File: src/cbr_consts.svh
`ifndef CBR_CONSTS_SVH
`define CBR_CONSTS_SVH

// ****************************************************************
// Configuration offsets (byte addresses)
// ****************************************************************
`define CBR_OFF_LINE     8'h3C
`define CBR_OFF_PIN      8'h3D
`define CBR_OFF_BCTL     8'h3E
`define CBR_DWORD_MASK   8'hFC

// ****************************************************************
// Reset values and masks
// ****************************************************************
`define CBR_LINE_RST     8'hFF
`define CBR_PIN_INTA     8'h01
`define CBR_BCTL_RST     16'h0340
`define CBR_BCTL_WMASK   16'h07EF

// ****************************************************************
// Bridge control field positions
// ****************************************************************
`define CBR_B_PARITY     0
`define CBR_B_SYSERR     1
`define CBR_B_ISA        2
`define CBR_B_VGA        3
`define CBR_B_MABORT     5
`define CBR_B_CARDBUS_RESET_OUT       6
`define CBR_B_ROUTE      7
`define CBR_B_PF0        8
`define CBR_B_PF1        9
`define CBR_B_POST       10

// ****************************************************************
// Address decode constants
// ****************************************************************
`define CBR_ISA_TOP      32'h0000FFFF
`define CBR_ISA_LOW_MASK 32'h00000300
`define CBR_VGA_MEM_LO   32'h000A0000
`define CBR_VGA_MEM_HI   32'h000BFFFF
`define CBR_VGA_IO_A_LO  10'h3B0
`define CBR_VGA_IO_A_HI  10'h3BB
`define CBR_VGA_IO_B_LO  10'h3C0
`define CBR_VGA_IO_B_HI  10'h3DF
`define CBR_WIN_LOW_BITS 32'h00000FFF

`endif

File: src/cbr_pkg.sv
package cbr_pkg;

  // ****************************************************************
  // Configuration request from the host side
  // ****************************************************************
  typedef struct packed {
    logic        rd;     // Read strobe, one cycle
    logic        wr;     // Write strobe, one cycle
    logic [7:0]  addr;   // Byte address
    logic [3:0]  be;     // Byte enables
    logic [31:0] wdata;  // Write data
  } cbr_cfg_req_s;

  // ****************************************************************
  // Bridge-side access presented for claim decode
  // ****************************************************************
  typedef struct packed {
    logic        valid;  // Access present this cycle
    logic        is_io;  // I/O when 1, memory when 0
    logic [31:0] addr;   // Access address
  } cbr_access_s;

  // Memory window base and limit pair
  typedef struct packed {
    logic [31:0] base;
    logic [31:0] limit;
  } cbr_window_s;

endpackage

File: src/cbr_regs.sv
// What this block does
// Interrupt line byte stores host value, resets FFh.
// CardBus interrupt pin always reads INTA code.
// Tie-B bit merges interrupt B onto A.
// Tie-all merges A-D onto A; smart pin INTA.
// Otherwise smart pin follows its select field.
// Bridge control resets 0340h; reserved bits zero.
// Bit 10 enables posting of burst writes.
// Bits 9,8 mark windows 1,0 prefetchable.
// Bit 7 routes card interrupts to legacy IRQ.
// Bit 6 drives the card reset output.
// Bus reset input also drives card reset.
// Reset bit survives bus reset while POWER_MGMT_EVENT on.
// Bit 5 reports master aborts as target abort.
// Bit 3 forwards VGA addresses to the card.
// Bit 2 blocks ISA alias I/O cycles.
// Bit 1 forwards card system error upstream.
// Bit 0 reports card parity errors.
// Windows claim only when base or limit nonzero.
// Writes to read-only bits are ignored.
`timescale 1ns/1ps
`default_nettype none
`include "cbr_consts.svh"

module cbr_regs
  import cbr_pkg::*;
(
  input  wire logic         clk_i,                // Bus clock
  input  wire logic         nrst_i,               // Global reset
  input  wire logic         pci_reset_in_n_i,     // Bus reset pin
  input  wire cbr_cfg_req_s cfg_req_i,            // Config access
  output logic [31:0]       cfg_rdata_o,          // Read data
  output logic              cfg_ack_o,            // Access done
  input  wire logic         tie_b_to_a_i,         // Tie B onto A
  input  wire logic         tie_all_interrupts_i, // Tie all onto A
  input  wire logic [1:0]   smart_int_sel_i,      // Smart card select
  input  wire logic         pme_enable_i,         // POWER_MGMT_EVENT enabled
  input  wire logic [3:0]   int_src_i,            // Sources A..D
  input  wire logic         func_irq_i,           // Card func irq
  output logic [3:0]        pci_int_o,            // Merged A..D
  output logic              legacy_irq_o,         // Legacy path irq
  output logic [7:0]        interrupt_pin_code_o, // Smart card pin
  output logic              cardbus_reset_out_n_o,// Card reset
  input  wire logic         burst_write_i,        // Burst write seen
  output logic              post_write_o,         // Post this write
  output logic [1:0]        window_prefetch_o,    // Win1, win0 type
  input  wire logic         master_abort_i,       // Abort as master
  input  wire logic         serr_enable_i,        // Command SERR en
  output logic              target_abort_o,       // Target abort pulse
  output logic              pci_serr_o,           // System error pulse
  input  wire logic         card_system_error_n_i,// Card SERR pin
  input  wire logic         parity_err_det_i,     // Parity fault seen
  output logic              card_parity_error_o,  // Parity pin level
  output logic              card_parity_error_oe_o,// Parity pin drive
  input  wire cbr_access_s  acc_i,                // Access to decode
  input  wire cbr_window_s  win0_i,               // Memory window 0
  input  wire cbr_window_s  win1_i,               // Memory window 1
  output logic              claim_o               // Access claimed
);

  // ****************************************************************
  // Pin synchronisers
  // ****************************************************************

  // Three stages each; the first stage feeds only the second
  logic [2:0] pci_reset_in_sync_q, pci_reset_in_sync_d;     // Bus reset, active low
  logic [2:0] card_system_error_sync_q, card_system_error_sync_d;   // Card SERR, active low
  logic       pci_reset_in_n_q, pci_reset_in_n_d;           // Filtered bus reset
  logic       card_system_error_n_q, card_system_error_n_d;         // Filtered card SERR
  logic       card_system_error_n_old_q, card_system_error_n_old_d; // For edge detect

  // Next values: a level is taken once stages two and three agree
  always_comb begin
    pci_reset_in_sync_d   = {pci_reset_in_sync_q[1:0], pci_reset_in_n_i};
    card_system_error_sync_d  = {card_system_error_sync_q[1:0], card_system_error_n_i};
    pci_reset_in_n_d      = pci_reset_in_n_q;
    card_system_error_n_d     = card_system_error_n_q;
    card_system_error_n_old_d = card_system_error_n_q;
    if (pci_reset_in_sync_q[1] == pci_reset_in_sync_q[2]) begin
      pci_reset_in_n_d = pci_reset_in_sync_q[2];
    end
    if (card_system_error_sync_q[1] == card_system_error_sync_q[2]) begin
      card_system_error_n_d = card_system_error_sync_q[2];
    end
  end

  // Synchroniser flops; idle high so no false event at start
  always_ff @(posedge clk_i or negedge nrst_i) begin
    if (!nrst_i) begin
      pci_reset_in_sync_q   <= 3'h7;
      card_system_error_sync_q  <= 3'h7;
      pci_reset_in_n_q      <= 1'b1;
      card_system_error_n_q     <= 1'b1;
      card_system_error_n_old_q <= 1'b1;
    end else begin
      pci_reset_in_sync_q   <= pci_reset_in_sync_d;
      card_system_error_sync_q  <= card_system_error_sync_d;
      pci_reset_in_n_q      <= pci_reset_in_n_d;
      card_system_error_n_q     <= card_system_error_n_d;
      // Last cycle's filtered level, so a fall is seen for one cycle
      card_system_error_n_old_q <= card_system_error_n_old_d;
    end
  end

  // ****************************************************************
  // Configuration registers
  // ****************************************************************

  logic [7:0]  line_q, line_d;   // Interrupt line number
  logic [15:0] bctl_q, bctl_d;   // Bridge control
  logic        hit;              // Access targets our dword
  logic [15:0] bctl_wr;          // Write data for bridge control

  // Pin code of the CardBus function is a constant
  function automatic logic [7:0] pin_read();
    pin_read = `CBR_PIN_INTA;
  endfunction

  assign hit = (cfg_req_i.addr & `CBR_DWORD_MASK) == `CBR_OFF_LINE;

  // Byte lanes 2 and 3 carry bridge control; other lanes keep old
  always_comb begin
    bctl_wr = bctl_q;
    if (cfg_req_i.be[2]) begin
      bctl_wr[7:0] = cfg_req_i.wdata[23:16];
    end
    if (cfg_req_i.be[3]) begin
      bctl_wr[15:8] = cfg_req_i.wdata[31:24];
    end
  end

  // Next values of the stored registers
  always_comb begin
    line_d = line_q;
    bctl_d = bctl_q;
    if (!pci_reset_in_n_q) begin
      // Bus reset restores defaults, except the card reset bit
      // while power management keeps its context
      line_d = `CBR_LINE_RST;
      bctl_d = `CBR_BCTL_RST;
      if (pme_enable_i) begin
        bctl_d[`CBR_B_CARDBUS_RESET_OUT] = bctl_q[`CBR_B_CARDBUS_RESET_OUT];
      end
    end else if (cfg_req_i.wr && hit) begin
      if (cfg_req_i.be[0]) begin
        line_d = cfg_req_i.wdata[7:0];
      end
      // Lane 1 is the read-only pin byte and is dropped
      // Reserved and read-only bits never take write data
      bctl_d = (bctl_wr & `CBR_BCTL_WMASK) |
               (bctl_q & ~`CBR_BCTL_WMASK);
    end
  end

  // Global reset is the only reset that always clears everything
  always_ff @(posedge clk_i or negedge nrst_i) begin
    if (!nrst_i) begin
      line_q <= `CBR_LINE_RST;
      bctl_q <= `CBR_BCTL_RST;
    end else begin
      line_q <= line_d;
      bctl_q <= bctl_d;
    end
  end

  // ****************************************************************
  // Configuration read port
  // ****************************************************************

  logic [31:0] rdata_q, rdata_d; // Registered read data
  logic        ack_q, ack_d;     // One-cycle completion

  // Answer one cycle after any strobe; other dwords read zero
  always_comb begin
    ack_d   = cfg_req_i.rd || cfg_req_i.wr;
    rdata_d = 32'h0;
    if (cfg_req_i.rd && hit) begin
      rdata_d = {bctl_q & `CBR_BCTL_WMASK, pin_read(), line_q};
    end
  end

  // Read port flops
  always_ff @(posedge clk_i or negedge nrst_i) begin
    if (!nrst_i) begin
      rdata_q <= 32'h0;
      ack_q   <= 1'b0;
    end else begin
      rdata_q <= rdata_d;
      ack_q   <= ack_d;
    end
  end

  assign cfg_rdata_o = rdata_q;
  assign cfg_ack_o   = ack_q;

  // ****************************************************************
  // Interrupt merge and routing
  // ****************************************************************

  logic [3:0] pint_q, pint_d;     // Merged interrupt lines
  logic       legacy_q, legacy_d; // Legacy routed interrupt
  logic [7:0] spin_q, spin_d;     // Smart card pin code

  // Card functional interrupt joins line A unless routed legacy
  always_comb begin
    logic [3:0] src;
    src = int_src_i;
    legacy_d = 1'b0;
    if (bctl_q[`CBR_B_ROUTE]) begin
      legacy_d = func_irq_i;
    end else begin
      src[0] = int_src_i[0] | func_irq_i;
    end
    pint_d = src;
    if (tie_all_interrupts_i) begin
      pint_d = {3'b000, |src};
    end else if (tie_b_to_a_i) begin
      pint_d = {src[3:2], 1'b0, src[0] | src[1]};
    end
    // Select field holds the pin number less one
    if (tie_all_interrupts_i) begin
      spin_d = `CBR_PIN_INTA;
    end else begin
      spin_d = {6'h00, smart_int_sel_i} + `CBR_PIN_INTA;
    end
  end

  // Interrupt flops
  always_ff @(posedge clk_i or negedge nrst_i) begin
    if (!nrst_i) begin
      pint_q   <= 4'h0;
      legacy_q <= 1'b0;
      spin_q   <= `CBR_PIN_INTA;
    end else begin
      pint_q   <= pint_d;
      legacy_q <= legacy_d;
      spin_q   <= spin_d;
    end
  end

  assign pci_int_o            = pint_q;
  assign legacy_irq_o         = legacy_q;
  assign interrupt_pin_code_o = spin_q;

  // ****************************************************************
  // Bridge controls and error reporting
  // ****************************************************************

  logic       cardbus_reset_out_q, cardbus_reset_out_d;   // Card reset, active low level
  logic       post_q, post_d;   // Posting decision
  logic [1:0] pf_q, pf_d;       // Window prefetch types
  logic       tabt_q, tabt_d;   // Target abort pulse
  logic       serr_q, serr_d;   // System error pulse
  logic       perr_q, perr_d;   // Parity pin drive
  logic       claim_q, claim_d; // Registered claim
  logic       card_system_error_fall;       // New card system error

  assign card_system_error_fall = card_system_error_n_old_q && !card_system_error_n_q;

  // Control outputs follow register bits one cycle later
  always_comb begin
    // Bus reset drives the card reset whatever the bit says
    cardbus_reset_out_d = !(bctl_q[`CBR_B_CARDBUS_RESET_OUT] || !pci_reset_in_n_q);
    // Single writes are never posted; only bursts may be
    post_d = bctl_q[`CBR_B_POST] && burst_write_i;
    pf_d   = bctl_q[`CBR_B_PF1:`CBR_B_PF0];
    tabt_d = master_abort_i && bctl_q[`CBR_B_MABORT];
    serr_d = serr_enable_i &&
             (tabt_d ||
              (card_system_error_fall && bctl_q[`CBR_B_SYSERR]));
    perr_d = parity_err_det_i && bctl_q[`CBR_B_PARITY];
  end

  // Output flops; card held in reset while global reset is low
  always_ff @(posedge clk_i or negedge nrst_i) begin
    if (!nrst_i) begin
      cardbus_reset_out_q  <= 1'b0;
      post_q  <= 1'b0;
      pf_q    <= 2'b11;
      tabt_q  <= 1'b0;
      serr_q  <= 1'b0;
      perr_q  <= 1'b0;
      claim_q <= 1'b0;
    end else begin
      cardbus_reset_out_q  <= cardbus_reset_out_d;
      post_q  <= post_d;
      pf_q    <= pf_d;
      tabt_q  <= tabt_d;
      serr_q  <= serr_d;
      perr_q  <= perr_d;
      claim_q <= claim_d;
    end
  end

  // Address claim decode, registered before leaving the block
  cbr_claim u_claim (
    .acc_i    (acc_i),
    .win0_i   (win0_i),
    .win1_i   (win1_i),
    .vga_en_i (bctl_q[`CBR_B_VGA]),
    .isa_en_i (bctl_q[`CBR_B_ISA]),
    .claim_o  (claim_d)
  );

  assign cardbus_reset_out_n_o  = cardbus_reset_out_q;
  assign post_write_o           = post_q;
  assign window_prefetch_o      = pf_q;
  assign target_abort_o         = tabt_q;
  assign pci_serr_o             = serr_q;
  // Open-drain style: low level, driven only while reporting
  assign card_parity_error_o    = 1'b0;
  assign card_parity_error_oe_o = perr_q;
  assign claim_o                = claim_q;

endmodule

`default_nettype wire

File: src/cbr_claim.sv
`timescale 1ns/1ps
`default_nettype none
`include "cbr_consts.svh"

// Decides whether a bridge-side access is passed to the card socket
module cbr_claim
  import cbr_pkg::*;
(
  input  wire cbr_access_s acc_i,      // Access under test
  input  wire cbr_window_s win0_i,     // Memory window 0
  input  wire cbr_window_s win1_i,     // Memory window 1
  input  wire logic        vga_en_i,   // VGA forwarding enabled
  input  wire logic        isa_en_i,   // ISA alias filter enabled
  output logic             claim_o     // Access goes to the socket
);

  // ****************************************************************
  // Window hit: a window with zero base and limit stays closed
  // ****************************************************************
  function automatic logic win_hit(input cbr_window_s w,
                                   input logic [31:0] a);
    logic open;
    open = (w.base != 32'h0) || (w.limit != 32'h0);
    win_hit = open && (a >= w.base) &&
              (a <= (w.limit | `CBR_WIN_LOW_BITS));
  endfunction

  // ****************************************************************
  // Combined decode
  // ****************************************************************
  always_comb begin
    logic vga;
    logic isa_alias;
    vga = 1'b0;
    isa_alias = 1'b0;
    // Legacy display ranges, memory and I/O
    if (!acc_i.is_io) begin
      vga = (acc_i.addr >= `CBR_VGA_MEM_LO) &&
            (acc_i.addr <= `CBR_VGA_MEM_HI);
    end else begin
      vga = ((acc_i.addr[9:0] >= `CBR_VGA_IO_A_LO) &&
             (acc_i.addr[9:0] <= `CBR_VGA_IO_A_HI)) ||
            ((acc_i.addr[9:0] >= `CBR_VGA_IO_B_LO) &&
             (acc_i.addr[9:0] <= `CBR_VGA_IO_B_HI));
    end
    // Upper 768 bytes of each 1K block in the first 64K of I/O
    isa_alias = acc_i.is_io && (acc_i.addr <= `CBR_ISA_TOP) &&
                ((acc_i.addr & `CBR_ISA_LOW_MASK) != 32'h0);
    if (!acc_i.valid) begin
      claim_o = 1'b0;
    end else if (vga_en_i && vga) begin
      claim_o = 1'b1;
    end else if (acc_i.is_io) begin
      // I/O windows live elsewhere; only the alias filter acts here
      claim_o = !(isa_en_i && isa_alias);
    end else begin
      claim_o = win_hit(win0_i, acc_i.addr) ||
                win_hit(win1_i, acc_i.addr);
    end
  end

endmodule

`default_nettype wire

File: config.mk
export PLATFORM = sky130hd
export DESIGN_NAME = cbr_regs
export DESIGN_NICKNAME = d
export VERILOG_FILES = /design/src/cbr_pkg.sv /design/src/cbr_regs.sv /design/src/cbr_claim.sv
export VERILOG_INCLUDE_DIRS = /design/src
export SDC_FILE = /design/constraint.sdc
export NUM_CORES = 1
export LEC_CHECK = 0
export ABC_AREA = 1
export BUFFER_PORTS_ARGS = -buffer_cell sky130_fd_sc_hd__buf_2
export CORE_ASPECT_RATIO = 1.1
export CORE_MARGIN = 2
export CORE_UTILIZATION = 49
export CTS_BUF_LIST = sky130_fd_sc_hd__clkbuf_2
export CTS_CLUSTER_DIAMETER = 60
export DETAILED_ROUTE_END_ITERATION = 6
export PLACE_DENSITY_LB_ADDON = 0.05
export SYNTH_ARGS = -nofsm -noshare
export SYNTH_HDL_FRONTEND = slang
export SYNTH_HIERARCHICAL = 1
export SYNTH_SLANG_ARGS = --single-unit
File: constraint.sdc
create_clock -name clk_i -period 1.32 [get_ports clk_i]
set_input_delay 0.066 -clock clk_i [delete_from_list [all_inputs] [get_ports clk_i]]
set_output_delay 0.066 -clock clk_i [all_outputs]
set_load 0.02 [all_outputs]
# [After elaboration in Yosys (flattened, before gate mapping)]
# Cells that the tools add are included.
[classes] addsub=1 magnitude_cmp=11 eq_ne=6 mux=18 bitwise=3 n_reduce_logical=38
[op_table] cell="32-bit nonzero test" n=5
[op_table] cell="32-bit greater-or-equal comparator" n=2
[op_table] cell="32-bit <= comparator" n=2
[op_table] cell="32-bit by 20-bit greater-or-equal comparator with 1-bit output, second input constant" n=1
[op_table] cell="32-bit by 16-bit <= comparator with 1-bit output, second input constant" n=1
[op_table] cell="32-bit by 20-bit <= comparator with 1-bit output, second input constant" n=1
[op_table] cell="16-bit two-way mux" n=2
[op_table] cell="8-bit two-way mux" n=4
[op_table] cell="27-bit two-way mux" n=1
[op_table] cell="10-bit greater-or-equal comparator, second input constant" n=2
[op_table] cell="10-bit <= comparator, second input constant" n=2
[op_table] cell="1-bit logical AND" n=19
[op_table] cell="11-bit by 16-bit OR with 16-bit output" n=1
[op_table] cell="1-bit logical OR" n=7
[op_table] cell="1-bit two-way mux" n=7
[op_table] cell="6-bit by 4-bit equality test with 1-bit output, second input constant" n=1
[op_table] cell="3-bit two-way mux" n=2
[op_table] cell="1-bit logical NOT" n=4
[op_table] cell="4-bit two-way mux" n=1
[op_table] cell="2-bit by 1-bit inequality test with 1-bit output, second input constant" n=2
[op_table] cell="2-bit AND reduction" n=2
[op_table] cell="4-bit OR reduction" n=1
[op_table] cell="2-bit by 1-bit adder with 3-bit output, second input constant" n=1
[op_table] cell="1-bit equality test" n=2
[op_table] cell="other kinds (3)" n=4
[word_totals] reg_bits=82 out_inout_bits=55 elab_cells=97

# [Longest topological paths before layout]
[depth] depth_word=8 ltp_mapped=16 mapped_depth_nobuf=16

# [Modules after synthesis]
# Netlist, hierarchy kept.
[by_module_without_submodules] module="cbr_claim" n_inst=1 cells_each=586 area_each_um2=3343.2
[by_module_without_submodules] module="cbr_regs" n_inst=1 cells_each=243 area_each_um2=2628.8

# [Worst setup path after synthesis]
# No wires, ideal clock.
[synth_timing] kind="input -> register" start="in win0_i[31] in the netlist's numbering" end="reg claim_q (netlist: claim_o)" t_arrival_ps=1203 required_ps=1247 setup_slack_ps=44 cell_stages=12 n_path_buf=0 cell_sequence="inv_1 ha_1 nand2_1 nor2_2 nand2_2 nor2_2 nand3b_1 a21oi_1 nand2_1 nand3_1 nand2_1 a21oi_2"
[synth_between] elab_chain_cells=8 word_cells_on_any_way=9 cone_classes="order compare (1); mux (3); reduce/logical (5)"
[synth_rtl] item="start, declared" line="cbr_regs.sv:56" source="input wire cbr_window_s win0_i,"
[synth_rtl] item="branches (longest 3 deep; another with 32-bit <= comparator)"
[synth_rtl] item="1-bit logical AND *" line="cbr_claim.sv:24" source="win_hit = open && (a >= w.base) &&"
[synth_rtl] item="1-bit logical OR *" line="cbr_claim.sv:57" source="claim_o = win_hit(win0_i, acc_i.addr) ||"
[synth_rtl] item="1-bit two-way mux *" line="cbr_claim.sv:53" source="end else if (acc_i.is_io) begin"
[synth_rtl] item="1-bit two-way mux *" line="cbr_claim.sv:51" source="end else if (vga_en_i && vga) begin"
[synth_rtl] item="1-bit two-way mux *" line="cbr_claim.sv:49" source="if (!acc_i.valid) begin"
[synth_rtl] item="via claim_d" line="cbr_regs.sv:255" source="logic claim_q, claim_d;"
[synth_rtl] item="end signal, assigned" line="cbr_regs.sv:291" source="claim_q <= claim_d;"
[synth_rtl] item="end, declared" line="cbr_regs.sv:255"
# Mark *: on every way through the listed nets, which the timed path passes.
# A chain may end at the register's enable or synchronous reset.

# [Worst setup path after layout]
[layout_timing] start="in smart_int_sel_i[0]" end="reg spin_q[1] (netlist: interrupt_pin_code_o[1])"
[layout_between] elab_chain_cells=2
[layout_rtl] item="start, declared" line="cbr_regs.sv:36" source="input wire logic [1:0] smart_int_sel_i,"
[layout_rtl] item="2-bit by 1-bit adder with 3-bit output (no line)"
[layout_rtl] item="3-bit two-way mux" line="cbr_regs.sv:221" source="if (tie_all_interrupts_i) begin"
[layout_rtl] item="via spin_d[1]" line="cbr_regs.sv:202" source="logic [7:0] spin_q, spin_d;"
[layout_rtl] item="end signal, assigned" line="cbr_regs.sv:233" source="spin_q <= `CBR_PIN_INTA;"
[layout_rtl] item="end signal, assigned" line="cbr_regs.sv:237" source="spin_q <= spin_d;"
[layout_rtl] item="end, declared" line="cbr_regs.sv:202"
# The timed path passes the listed nets, and every way through them passes these cells.

==> impl_metrics.yaml <==
run_status:
  status: "finished clean"
synth:
  ys_warn_count: 6
  synthCells: 829
  synth_top_family_by_area: "simple AND/OR/NAND/NOR gates"
  seq_area_frac_synth_pct: 26.9
  synth_area_leaders: "ha_1, dfrtp_1, nand2_1, inv_1, dfstp_2"
  syn_area_um2: 5970
  synth-seq-cells: 63
  synth_top_flop_cell: "dfrtp_1"
  yosys.area.top_type_share_pct: 22.0
  async_flop_share_pct: 100
  synthesis.area_per_instance_um2: 7.20
  synth-xor-area-share_pct: 0
  ys_types: 39
  synth_top_area_cell: "ha_1"
  synth_edf_count: 0
  synthAdderAreaFrac_pct: 22.3
  synth-compound-area-share_pct: 6.64
  synth_mux_area_share_pct: 0
  synthSimpleGateAreaFrac_pct: 30.6
clocking:
  cts_tree: "done"
  cts_buffers: 9
  clock_sinks: 63
  cts_buffer_depth: 2
  clock_latency_ps: 500
  cts_setup_buffers: 0
  clockRootBuffer: "clkbuf_2"
  clk_pin_slew_ps: 170
  htree_levels: 3
setup_path:
  worstPathArrival_ps: 1720
  crit_type: "in -> reg"
  start_kind: "input port"
  worstPathRequired_ps: 1750
  cp-end-kind: "register"
  reg2reg_to: "bctl_q[8]$_DFFE_PN1P_"
  r2r_setup_slack_ps: 150
  rr_worst_depth: 4
  cp_max_fo: 2
  r2r-start: "pci_reset_in_n_q$_DFFE_PN1N_"
sta:
  period_minus_slack_ps: 1290
  post-route-period-util_pct: 97.5
  slew_viol_final: 0
  maxClockFrequency_mhz: 777
  worst_clock_skew_ps: 28.2
  worst_slack_ps: 33.6
  rsz0062_at_grt: "false"
  finalHoldViolations: 0
  setup-violations-final: 0
cells_and_area:
  syn2layout_area_growth_pct: 41.0
  nNetsFinal: 1523
  drive_gt1_share_pct: 31.5
  final_cells: 1353
  fill_cells: 1083
die:
  die_h_um: 120
  io-pin-count: 281
  die_w_um: 109
  die_area_um2: 13100
  start_util_pct: 49.8
  coreArea_um2: 12000
  rows: 42
place:
  place_ws_ps: -292
  gp_congestion: 0.898
  port-buffer-count: 244
  hpwlAfterDp_um: 14200
  dp_cells: 1283
detailed_routing:
  drt_iter0_drc: 180
  drtAntennaViolNets: 0
  wl_per_cell_um: 12.8
  vias: 6343
  drc: 0
  via_per_inst: 4.69
  wl_um: 17300
  firstDrtPassIters: 4
grt:
  grt_pass1_wl_um: 28300
  grt_pass1_vias: 6463
  grt_use_total_pct: 27.5
  overflow: 0
  grt_max_degree: 40
  antenna_found_initial: 2
pwr:
  power_density_nw_per_um2: 619
  leakagePower_uw: 0.00507
  vdd_drop_max_mv: 0.499
worst_hold_path:
  hold_path_class: "in -> async"
run:
  cap_violations: 0
==> logic make-up after synthesis <==
family,count (synthesis)
other cells,1
compound gates,71
fa+ha+maj,107
flops,63
simple gates,397
buf+inv,190
==> placed cells by master (no fill, tap or decap), types with 2 or more instances in the layout <==
master,synthesis,layout
nor3_1,16,16
a21o_1,4,4
buf_12,1,2
inv_2,3,3
inv_1,163,163
a21boi_0,2,2
nor3b_1,2,2
o21bai_1,3,3
nand3b_1,3,3
o21ai_0,9,9
dlygate4sd3_1,0,52
nor4_1,3,3
nand4_1,19,19
nor2_1,98,97
ha_1,105,104
buf_2,2,241
or2_0,9,9
or2_2,4,4
nor2_4,10,10
nand2_1,183,183
a21oi_1,46,46
maj3_1,2,2
dfstp_2,23,23
diode_2,0,2
o21a_1,4,4
buf_4,20,61
nor2_2,4,5
buf_6,0,2
clkinv_2,0,3
nand2_2,3,3
conb_1,1,19
clkbuf_2,0,11
dfrtp_1,40,40
nand3_1,37,37
==> cells in the mapped netlist, types with 9 or more instances <==
master	count
nor2_4	10
dfstp_2	23
o21ai_0	9
nand4_1	19
a21oi_1	46
nor2_1	98
nor3_1	16
nand3_1	37
buf_4	20
inv_1	163
ha_1	105
or2_0	9
nand2_1	183
dfrtp_1	40
==> what timing repair did <==
action | CTS | global route
setup endpoints to repair | 0 | 4
hold endpoints to repair | 107 | 0
hold buffers | 52 | 0
gates resized for setup | 0 | 7
==> sequential cells by signal (all words and copies together) (netlist names), 2 cells and up <==
register / cells
bctl_q: 10
card_system_error_sync_q: 3
pci_reset_in_sync_q: 3
interrupt_pin_code_o: 3
pci_int_o: 4
cfg_rdata_o: 19
window_prefetch_o: 2
line_q: 8
==> report_power, final <==
| group | total [uW] | internal (uW) | switching, uW | leakage (uW) |
|---|---|---|---|---|
| Clock | 1100 | 439 | 662 | 0.0000731 |
| Sequential | 2170 | 2110 | 61.2 | 0.000785 |
| Combinational | 1940 | 922 | 1020 | 0.00421 |
==> worst max-delay path: stages <==
cell,delay [ps]
dlygate4sd3_1,530
buf_2,150
ha_4,270
inv_1,40
nor2_2,100
dlygate4sd3_1,570
==> per-stage QoR <==
stage | TNS (ps) | cell area [um^2] | util [%] | hold slack [ps] | power [uW]
detailed placement | -292 | 7760 | 64.8 | 59.7 | 4000
finish | 0 | 8420 | 70.3 | 52.3 | 5210
global route | 0 | 8420 | 70.3 | 18.4 | 5640
global placement | -262 | 7760 | 64.8 | 65.6 | 3960
CTS | 0 | 8380 | 70.0 | 6.13 | 5240
floorplan | 0 | 6040 | - | -230 | 3180
==> metal layers <==
metal	vias up	global-route usage, %	routed length [um]
met4	0	10.6	447
met1	2783	30.2	6800
met2	210	51.1	8910
met3	37	5.21	1130
met5	-	0	0
li1	3313	-	-
==> cell type report <==
cell class	count	area [um^2]	area share, %
diodes	2	5.00	0.0594
clock buffers	11	55.1	0.654
clock inverters	5	48.8	0.580
inverters	166	623	7.40
multi-input cells	594	3640	43.3
flip-flops and latches	63	1610	19.1
well taps	154	193	2.29
repair buffers	358	2250	26.7
==> worst max path at each step <==
stage	from	endpoint	cells after the start
floorplan	win0_i[31]	claim_o$_DFF_PN0_	12
global placement	acc_i[15]	claim_o$_DFF_PN0_	13
detailed placement	acc_i[15]	claim_o$_DFF_PN0_	13
CTS	window_prefetch_o[1]$_DFF_PN1_	window_prefetch_o[1]	1
global route	interrupt_pin_code_o[0]$_DFF_PN1_	interrupt_pin_code_o[0]	1
finish	smart_int_sel_i[0]	interrupt_pin_code_o[1]$_DFF_PN0_	6
Power figures use the tool's default switching activity.
